[config.mk]
export PLATFORM = sky130hd
export DESIGN_NAME = boot_sequencer
export DESIGN_NICKNAME = d
export VERILOG_FILES = /design/src/boot_pkg.sv /design/src/reset_release_sync.sv /design/src/boot_sequencer.sv
export VERILOG_INCLUDE_DIRS = /design/src
export SDC_FILE = /design/constraint.sdc
export NUM_CORES = 1
export LEC_CHECK = 0
export BUFFER_PORTS_ARGS = -buffer_cell sky130_fd_sc_hd__buf_4
export CORE_ASPECT_RATIO = 2
export CORE_MARGIN = 5
export CORE_UTILIZATION = 52
export CTS_CLUSTER_SIZE = 24
export DETAILED_ROUTE_END_ITERATION = 12
export HOLD_SLACK_MARGIN = 0.08
export PLACE_DENSITY = 0.8
export SYNTH_ARGS = -nofsm -noshare
export SYNTH_HDL_FRONTEND = slang
export SYNTH_SLANG_ARGS = --single-unit
[constraint.sdc]
create_clock -name clk -period 2.2 [get_ports clk]
set_input_delay 0.22 -clock clk [delete_from_list [all_inputs] [get_ports clk]]
set_output_delay 0.22 -clock clk [all_outputs]
set_load 0.01 [all_outputs]
[src/boot_cfg.svh]
`ifndef BOOT_CFG_SVH
`define BOOT_CFG_SVH

// Register byte offsets
`define REG_MODE_SENSE        8'h00
`define REG_BOOT_STATUS       8'h04
`define REG_BOOT_CONTROL      8'h08
`define REG_SECURE_ID         8'h0C

// Mode sense register fields
`define SENSE_PINS_LSB        0
`define SENSE_MODE_LSB        4

// Boot status register fields
`define STAT_INIT_FLAG        0
`define STAT_SECURE_OPEN      1
`define STAT_MCU_ROLE         2
`define STAT_REFUSED          3
`define STAT_CORE_RUN         4
`define STAT_STATE_LSB        8

// Boot control register bits (write one to act)
`define CTRL_INIT_DONE        0
`define CTRL_UNSEC_DONE       1
`define CTRL_CLR_REFUSED      2

// Secure master identity register fields
`define SECID_CPU_LSB         0
`define SECID_DMA_LSB         8

// Strap codes as {mode_sense_2, mode_sense_1, mode_sense_0}
`define STRAP_SERIAL_LOAD     3'h4
`define STRAP_TWO_WIRE        3'h1
`define STRAP_FOUR_WIRE       3'h0

// Reset values of the bus master identities
`define CPU_ID_RESET          4'h1
`define DMA_ID_RESET          4'h2
`define CPU_ID_APP            4'h3
`define DMA_ID_APP            4'h4

// Timing: least times, rounded up to whole 20 ns cycles
`define CLK_PERIOD_NS         20
`define STRAP_SETTLE_NS       1000
`define SELF_RESET_NS         200
`define STRAP_SETTLE_CYC      ((`STRAP_SETTLE_NS + `CLK_PERIOD_NS - 1) / `CLK_PERIOD_NS)
`define SELF_RESET_CYC        ((`SELF_RESET_NS + `CLK_PERIOD_NS - 1) / `CLK_PERIOD_NS)

`endif

[src/boot_pkg.sv]
package boot_pkg;

  typedef enum logic [6:0] {
    ST_SAMPLE     = 7'h01,
    ST_DECIDE     = 7'h02,
    ST_INIT_RUN   = 7'h04,
    ST_SELF_RESET = 7'h08,
    ST_UNSEC_RUN  = 7'h10,
    ST_APP_RUN    = 7'h20,
    ST_LOAD_WAIT  = 7'h40
  } boot_state_t;

  typedef enum logic [1:0] {
    MODE_FOUR_WIRE   = 2'h0,
    MODE_TWO_WIRE    = 2'h1,
    MODE_SERIAL_LOAD = 2'h2,
    MODE_UNSUPPORTED = 2'h3
  } boot_mode_t;

  typedef enum logic [2:0] {
    FLOW_HOLD        = 3'h0,
    FLOW_INITIAL_ROM = 3'h1,
    FLOW_INIT_CODE   = 3'h2,
    FLOW_UNSECURE    = 3'h3,
    FLOW_APPLICATION = 3'h4,
    FLOW_SERIAL_LOAD = 3'h5
  } boot_flow_t;

  typedef struct packed {
    boot_state_t state;
    logic [2:0]  sense;
    boot_mode_t  mode;
    logic        init_flag;
    logic [3:0]  cpu_id;
    logic [3:0]  dma_id;
    logic [3:0]  pend_cpu_id;
    logic [3:0]  pend_dma_id;
    logic        refused;
    logic [15:0] count;
    logic [31:0] rdata;
  } boot_regs_t;

  typedef struct packed {
    logic [1:0] stage;
  } sync_regs_t;

endpackage

[src/reset_release_sync.sv]
`timescale 1ns/1ps
module reset_release_sync (
  input  wire logic clk,
  input  wire logic resetn,
  output logic      rst_n
);
  import boot_pkg::*;

  sync_regs_t r;
  sync_regs_t next_r;

  // Assert at once, release two edges after resetn rises
  always_comb begin
    next_r.stage = {r.stage[0], 1'b1};
  end

  always_ff @(posedge clk or negedge resetn) begin
    if (!resetn) begin
      r <= '0;
    end else begin
      r <= next_r;
    end
  end

  assign rst_n = r.stage[1];

endmodule

[src/boot_sequencer.sv]
// Decided for this implementation: the plain strobed port and the address map.
`timescale 1ns/1ps
`include "boot_cfg.svh"
module boot_sequencer #(
  parameter int SETTLE_CYCLES = `STRAP_SETTLE_CYC,
  parameter int RESET_CYCLES  = `SELF_RESET_CYC
) (
  input  wire logic         clk,
  input  wire logic         resetn,
  input  wire logic         clk_en,
  input  wire logic         mode_sense_0,
  input  wire logic         mode_sense_1,
  input  wire logic         mode_sense_2,
  input  wire logic [7:0]   reg_addr,
  input  wire logic [31:0]  reg_wdata,
  input  wire logic         reg_we,
  input  wire logic         reg_re,
  output logic [31:0]       reg_rdata,
  output logic              core_reset_n,
  output boot_pkg::boot_flow_t boot_flow,
  output logic              init_flag,
  output logic              secure_open,
  output logic              secure_refused,
  output logic              mcu_role,
  output logic [3:0]        cpu_master_id,
  output logic [3:0]        dma_master_id,
  output logic              functional_four_wire_debug,
  output logic              functional_two_wire_debug,
  output logic              serial_load_mode
);
  import boot_pkg::*;

  // Counter is 16 bits wide; a zero-length wait would wrap its load of count minus one to 65535
  if (SETTLE_CYCLES < 1 || SETTLE_CYCLES > 65535) begin : g_bad_settle
    $error("SETTLE_CYCLES out of range");
  end
  if (RESET_CYCLES < 1 || RESET_CYCLES > 65535) begin : g_bad_reset
    $error("RESET_CYCLES out of range");
  end

  localparam int SR_DONE = RESET_CYCLES + 1;

  logic       rst_n;
  boot_regs_t r;
  boot_regs_t next_r;
  logic [2:0] strap;
  logic       secure_hit;
  logic       ctrl_write;
  boot_mode_t strap_mode;

  reset_release_sync u_sync (
    .clk    (clk),
    .resetn (resetn),
    .rst_n  (rst_n)
  );

  assign strap      = {mode_sense_2, mode_sense_1, mode_sense_0};
  assign secure_hit = (reg_addr == `REG_SECURE_ID) && (reg_we || reg_re);
  assign ctrl_write = reg_we && (reg_addr == `REG_BOOT_CONTROL);

  always_comb begin
    unique case (strap)
      `STRAP_SERIAL_LOAD: strap_mode = MODE_SERIAL_LOAD;
      `STRAP_TWO_WIRE:    strap_mode = MODE_TWO_WIRE;
      `STRAP_FOUR_WIRE:   strap_mode = MODE_FOUR_WIRE;
      default:            strap_mode = MODE_UNSUPPORTED;
    endcase
  end

  always_comb begin
    next_r       = r;
    next_r.rdata = 32'h0000_0000;

    if (secure_hit && !r.init_flag) begin
      next_r.refused = 1'b1;
    end else if (ctrl_write && reg_wdata[`CTRL_CLR_REFUSED]) begin
      next_r.refused = 1'b0;
    end
    if (reg_we && reg_addr == `REG_SECURE_ID && r.init_flag) begin
      next_r.pend_cpu_id = reg_wdata[`SECID_CPU_LSB +: 4];
      next_r.pend_dma_id = reg_wdata[`SECID_DMA_LSB +: 4];
    end

    if (reg_re) begin
      unique case (reg_addr)
        `REG_MODE_SENSE: begin
          next_r.rdata[`SENSE_PINS_LSB +: 3] = r.sense;
          next_r.rdata[`SENSE_MODE_LSB +: 2] = r.mode;
        end
        `REG_BOOT_STATUS: begin
          next_r.rdata[`STAT_INIT_FLAG]      = r.init_flag;
          next_r.rdata[`STAT_SECURE_OPEN]    = secure_open;
          next_r.rdata[`STAT_MCU_ROLE]       = mcu_role;
          next_r.rdata[`STAT_REFUSED]        = r.refused;
          next_r.rdata[`STAT_CORE_RUN]       = core_reset_n;
          next_r.rdata[`STAT_STATE_LSB +: 7] = r.state;
        end
        `REG_SECURE_ID: begin
          // Locked reads return zero so nothing secure leaks out
          if (r.init_flag) begin
            next_r.rdata[`SECID_CPU_LSB +: 4] = r.pend_cpu_id;
            next_r.rdata[`SECID_DMA_LSB +: 4] = r.pend_dma_id;
          end
        end
        default: next_r.rdata = 32'h0000_0000;
      endcase
    end

    unique case (r.state)
      ST_SAMPLE: begin
        // latch straps while the core is still held
        if (r.count == 16'h0000) begin
          // only this state writes the strap copy
          next_r.sense = strap;
          next_r.mode  = strap_mode;
          // flag set on leaving power-on reset
          next_r.init_flag = 1'b1;
          next_r.state     = ST_DECIDE;
        end else begin
          next_r.count = r.count - 16'h0001;
        end
      end
      ST_DECIDE: begin
        // initial ROM code branches on the flag
        if (r.init_flag) begin
          next_r.state = ST_INIT_RUN;
        end else begin
          next_r.state = ST_UNSEC_RUN;
        end
      end
      ST_INIT_RUN: begin
        if (ctrl_write && reg_wdata[`CTRL_INIT_DONE]) begin
          next_r.init_flag = 1'b0;
          next_r.cpu_id    = r.pend_cpu_id;
          next_r.dma_id    = r.pend_dma_id;
          next_r.state = ST_SELF_RESET;
          next_r.count = 16'(RESET_CYCLES - 1);
        end
      end
      ST_SELF_RESET: begin
        if (r.count == 16'h0000) begin
          next_r.state = ST_DECIDE;
        end else begin
          next_r.count = r.count - 16'h0001;
        end
      end
      ST_UNSEC_RUN: begin
        if (ctrl_write && reg_wdata[`CTRL_UNSEC_DONE]) begin
          if (r.mode == MODE_SERIAL_LOAD) begin
            next_r.state = ST_LOAD_WAIT;
          end else begin
            next_r.state = ST_APP_RUN;
          end
        end
      end
      ST_APP_RUN: begin
        next_r.state = ST_APP_RUN;
      end
      ST_LOAD_WAIT: begin
        // waits without limit for serial load
        next_r.state = ST_LOAD_WAIT;
      end
      default: begin
        next_r.state = ST_SAMPLE;
        next_r.count = 16'(SETTLE_CYCLES - 1);
      end
    endcase
  end

  always_ff @(posedge clk or negedge rst_n) begin
    if (!rst_n) begin
      r.state       <= ST_SAMPLE;
      r.sense       <= 3'h0;
      r.mode        <= MODE_FOUR_WIRE;
      r.init_flag   <= 1'b1;
      r.cpu_id      <= `CPU_ID_RESET;
      r.dma_id      <= `DMA_ID_RESET;
      r.pend_cpu_id <= `CPU_ID_APP;
      r.pend_dma_id <= `DMA_ID_APP;
      r.refused     <= 1'b0;
      r.count       <= 16'(SETTLE_CYCLES - 1);
      r.rdata       <= 32'h0000_0000;
    end else if (clk_en) begin
      r <= next_r;
    end
  end

  assign reg_rdata      = r.rdata;
  assign init_flag      = r.init_flag;
  assign secure_refused = r.refused;
  assign cpu_master_id  = r.cpu_id;
  assign dma_master_id  = r.dma_id;
  // core held in reset while sampling or self-resetting
  assign core_reset_n   = !(r.state == ST_SAMPLE || r.state == ST_SELF_RESET);
  // secure window tied to the init flag
  assign secure_open    = r.init_flag && core_reset_n;
  // MCU role once the application owns the core
  assign mcu_role       = (r.state == ST_APP_RUN);

  // pin mapping from the latched strap only
  assign functional_two_wire_debug  = (r.state != ST_SAMPLE) && (r.mode == MODE_TWO_WIRE);
  // four-wire debug also serves serial load
  assign functional_four_wire_debug = (r.state != ST_SAMPLE) &&
                                      (r.mode == MODE_FOUR_WIRE || r.mode == MODE_SERIAL_LOAD);
  assign serial_load_mode           = (r.state != ST_SAMPLE) && (r.mode == MODE_SERIAL_LOAD);

  // flow presented to the core fetch logic
  always_comb begin
    unique case (r.state)
      ST_DECIDE:    boot_flow = FLOW_INITIAL_ROM;
      ST_INIT_RUN:  boot_flow = FLOW_INIT_CODE;
      ST_UNSEC_RUN: boot_flow = FLOW_UNSECURE;
      ST_APP_RUN:   boot_flow = FLOW_APPLICATION;
      ST_LOAD_WAIT: boot_flow = FLOW_SERIAL_LOAD;
      default:      boot_flow = FLOW_HOLD;
    endcase
  end
endmodule

==> impl_metrics.env <==
export IMPL_dieArea_um2=8560
export IMPL_power_density_nw_per_um2=919
export IMPL_yosysSeqAreaShare=0.441
export IMPL_num_rows=42
export IMPL_grt_max_degree=33
export IMPL_status="complete, no violations"
export IMPL_ys_flop_type="dfrtp_1"
export IMPL_worstPathMaxFanout=13
export IMPL_period_share=0.992
export IMPL_fp_dieH_um=126
export IMPL_cts_sinks=61
export IMPL_synth_seq_cells=61
export IMPL_syn2layout_area_growth_pct=23.7
export IMPL_nets=465
export IMPL_cts_max_path_buffers=2
export IMPL_combPwrFrac=0.283
export IMPL_hold_violations=0
export IMPL_min_to="r[49]$_DFFE_PN0P_"
export IMPL_start_util=0.532
export IMPL_whs_ns=0.120
export IMPL_synth_top_cells_by_area="dfrtp_1 (37%), buf_4 (8.6%), dfstp_2 (7.5%)"
export IMPL_multiInputGateArea_um2=1590
export IMPL_grt_pass1_vias=2972
export IMPL_yosysWarnings=0
export IMPL_first_iter_violations=223
export IMPL_rr_endpoint="r[73]$_DFFE_PN0P_"
export IMPL_drive_gt1_frac=0.356
export IMPL_hp_start="reg_wdata[8]"
export IMPL_hp_class="input pin to register"
export IMPL_drv_slew=0
export IMPL_antenna_found_initial=0
export IMPL_dr_total_vias=2927
export IMPL_cp_required_ns=1.98
export IMPL_grt_use_total=0.219
export IMPL_rsz0062_at_grt="true"
export IMPL_setup_viol=0
export IMPL_fin_crit_ns=2.18
export IMPL_worstPathArrival_ns=1.96
export IMPL_antenna_cells=0
export IMPL_cts_reportedPaths_clkPinSlew_ns=0.05
export IMPL_max_cap_violations=0
export IMPL_synthDistinctLibCells=62
export IMPL_p_int_mw=2.72
export IMPL_worst_pin_slew_ns=0.613
export IMPL_crit_path_end_kind="output pin"
export IMPL_grt_pass1_wl_um=14000
export IMPL_viasPerCell=5.75
export IMPL_dr_pass1_iters=5
export IMPL_p_clk_frac=0.383
export IMPL_ff2ff_path_depth=5
export IMPL_seq_power_share=0.333
export IMPL_routedWlPerCell_um=17.6
export IMPL_avgSynthCellArea_um2=9.73
export IMPL_cts_tree="built"
export IMPL_ir_drop_mv=0.624
export IMPL_io_pins=99
export IMPL_synth_top_cell_area_share=0.365
export IMPL_max_clock_freq_ghz=0.458
export IMPL_die_x_um=68.0
export IMPL_r2r_start="r[38]$_DFFE_PN0P_"
export IMPL_synth_largest_area_cell="dfrtp_1"
export IMPL_cts_buffers_inserted=9
export IMPL_worstSetupPathType="register to output pin"
export IMPL_synthArstFlopShare=1.00
export IMPL_hpwlAfterDp_um=6690
export IMPL_overflow=0
export IMPL_seq_area_um2=1540
export IMPL_syn_cell_area_um2=3490
export IMPL_clock_latency_ns=0.34
export IMPL_tns_ns=0
export IMPL_p_sw_mw=1.25
export IMPL_relSlewSlack=0.591
export IMPL_synth_edff_count=0
export IMPL_skew_ns=0.00780
export IMPL_ant_nets=0
export IMPL_drt_drc_violations_left=0
export IMPL_synth_common_cells="dfrtp_1 (51), buf_4 (40), nand2_1 (22)"
export IMPL_hold_depth=2
export IMPL_cts_root_buf="clkbuf_16"
export IMPL_core_um2=6570
export IMPL_gp_congestion=0.861
export IMPL_yosys_cell_count_top_type="dfrtp_1"
export IMPL_r2r_slack_ns=0.09
export IMPL_htreeDepth=3
export IMPL_port_buffers=55
export IMPL_leakage_nw=2.00
export IMPL_fill_cells=526
export IMPL_start_kind="register"
export IMPL_syn_inst=359
export IMPL_finalWirelength_um=8980
export IMPL_p_sw_frac=0.314
layout make-up:
| type | count | share of cell area |
|---|---|---|
| well taps | 88 | 0.0255 |
| flip-flops and latches | 61 | 0.356 |
| clock inverters | 6 | 0.0200 |
| multi-input cells | 235 | 0.367 |
| clock buffers | 10 | 0.0553 |
| inverters | 21 | 0.0188 |
| repair buffers | 88 | 0.157 |
routing by layer:
metal	up-vias	track usage	wire (um)
met5	-	0	0
met2	144	0.380	4950
met1	1408	0.228	3150
met4	0	0.131	314
met3	24	0.0508	566
li1	1351	-	-
cell families (layout without fill, tap and decap cells):
family	count (synthesis)	in the layout	synth area share
xor+xnor	3	3	0.00752
other cells	2	20	0.00215
compound gates	82	82	0.161
fa+ha+maj	1	1	0.00358
buf+inv	81	125	0.136
mux	25	25	0.0799
flops	61	61	0.441
simple gates	104	104	0.169
what timing repair did:
action                                  in CTS  in global routing
hold buffers                                 1                  0
setup buffers                                0                  1
pin swaps                                    1                  1
endpoints found under the hold margin        2                  0
endpoints found under the setup margin       2                 33
resized for setup                            0                  9
worst max path at each step:
stage	slack [ns]	cells past startpoint	startpoint	end
after floorplan	0.01	7	r[72]$_DFFE_PN0P_	r[72]$_DFFE_PN0P_
after detailed placement	0.05	6	r[72]$_DFFE_PN0P_	r[44]$_DFFE_PN0P_
final	0.02	5	r[72]$_DFFE_PN0P_	secure_open
after global routing	-0.04	5	r[72]$_DFFE_PN0P_	secure_open
after global placement	0.10	6	r[72]$_DFFE_PN0P_	r[34]$_DFFE_PN0P_
after CTS	0.007	5	r[72]$_DFFE_PN0P_	secure_open
sequential cells by signal, summed over array words and instances (netlist names):
register and count:
r 36, cpu_master_id 4, u_sync.r 2, dma_master_id 4
init_flag 1, reg_rdata 13, secure_refused 1
metrics by stage:
step                cells  setup WS (ns)  total power, mW  area, um^2   util
global placement      491          0.103             2.36        3940  0.599
detailed placement    491         0.0467             2.40        3940  0.599
finish                509         0.0173             3.97        4320  0.658
CTS                   508        0.00658             3.93        4270  0.650
global route          509        -0.0440             4.15        4320  0.658
floorplan             377         0.0141             2.01        3560      -
power groups by stage:
stage | Combinational (mW) | Sequential [mW] | Clock, mW
6_report | 1.12 | 1.32 | 1.52
5_1_grt | 1.22 | 1.33 | 1.59
4_1_cts | 1.07 | 1.32 | 1.54
3_5_place_dp | 1.07 | 1.34 | 0
3_3_place_gp | 1.03 | 1.33 | 0
2_1_floorplan | 0.694 | 1.32 | 0
layout by cell type, fill, tap and decap left out, types with 3 or more instances in the layout:
cell       synthesis  routed
nand2_1           22      22
conb_1             2      20
and3_1             6       6
buf_4             40      85
and2_1             3       3
mux2_1             3       3
a21oi_1           11      11
nor3_4             3       3
nand4_1            4       4
o21ai_0           20      19
a31oi_1            4       4
dfrtp_1           51      50
clkbuf_16          0       9
o211ai_1           4       4
inv_1             20      20
o22ai_1           12      12
nand3_1            8       7
or4_1              3       3
mux2_2            20      20
a22oi_1            6       6
dfstp_2           10      10
o31ai_1            4       4
nor4_2             0       3
nor2_1            15      15
or3_1              4       4
nor3_1            16      16
critical path: stages, from the launching register on:
cell     delay, ns
dfrtp_1       0.40
or4_4         0.59
nor3_4        0.19
inv_4         0.12
and2_1        0.18
buf_4         0.14
Note: power is estimated with default switching activity, not from simulation.
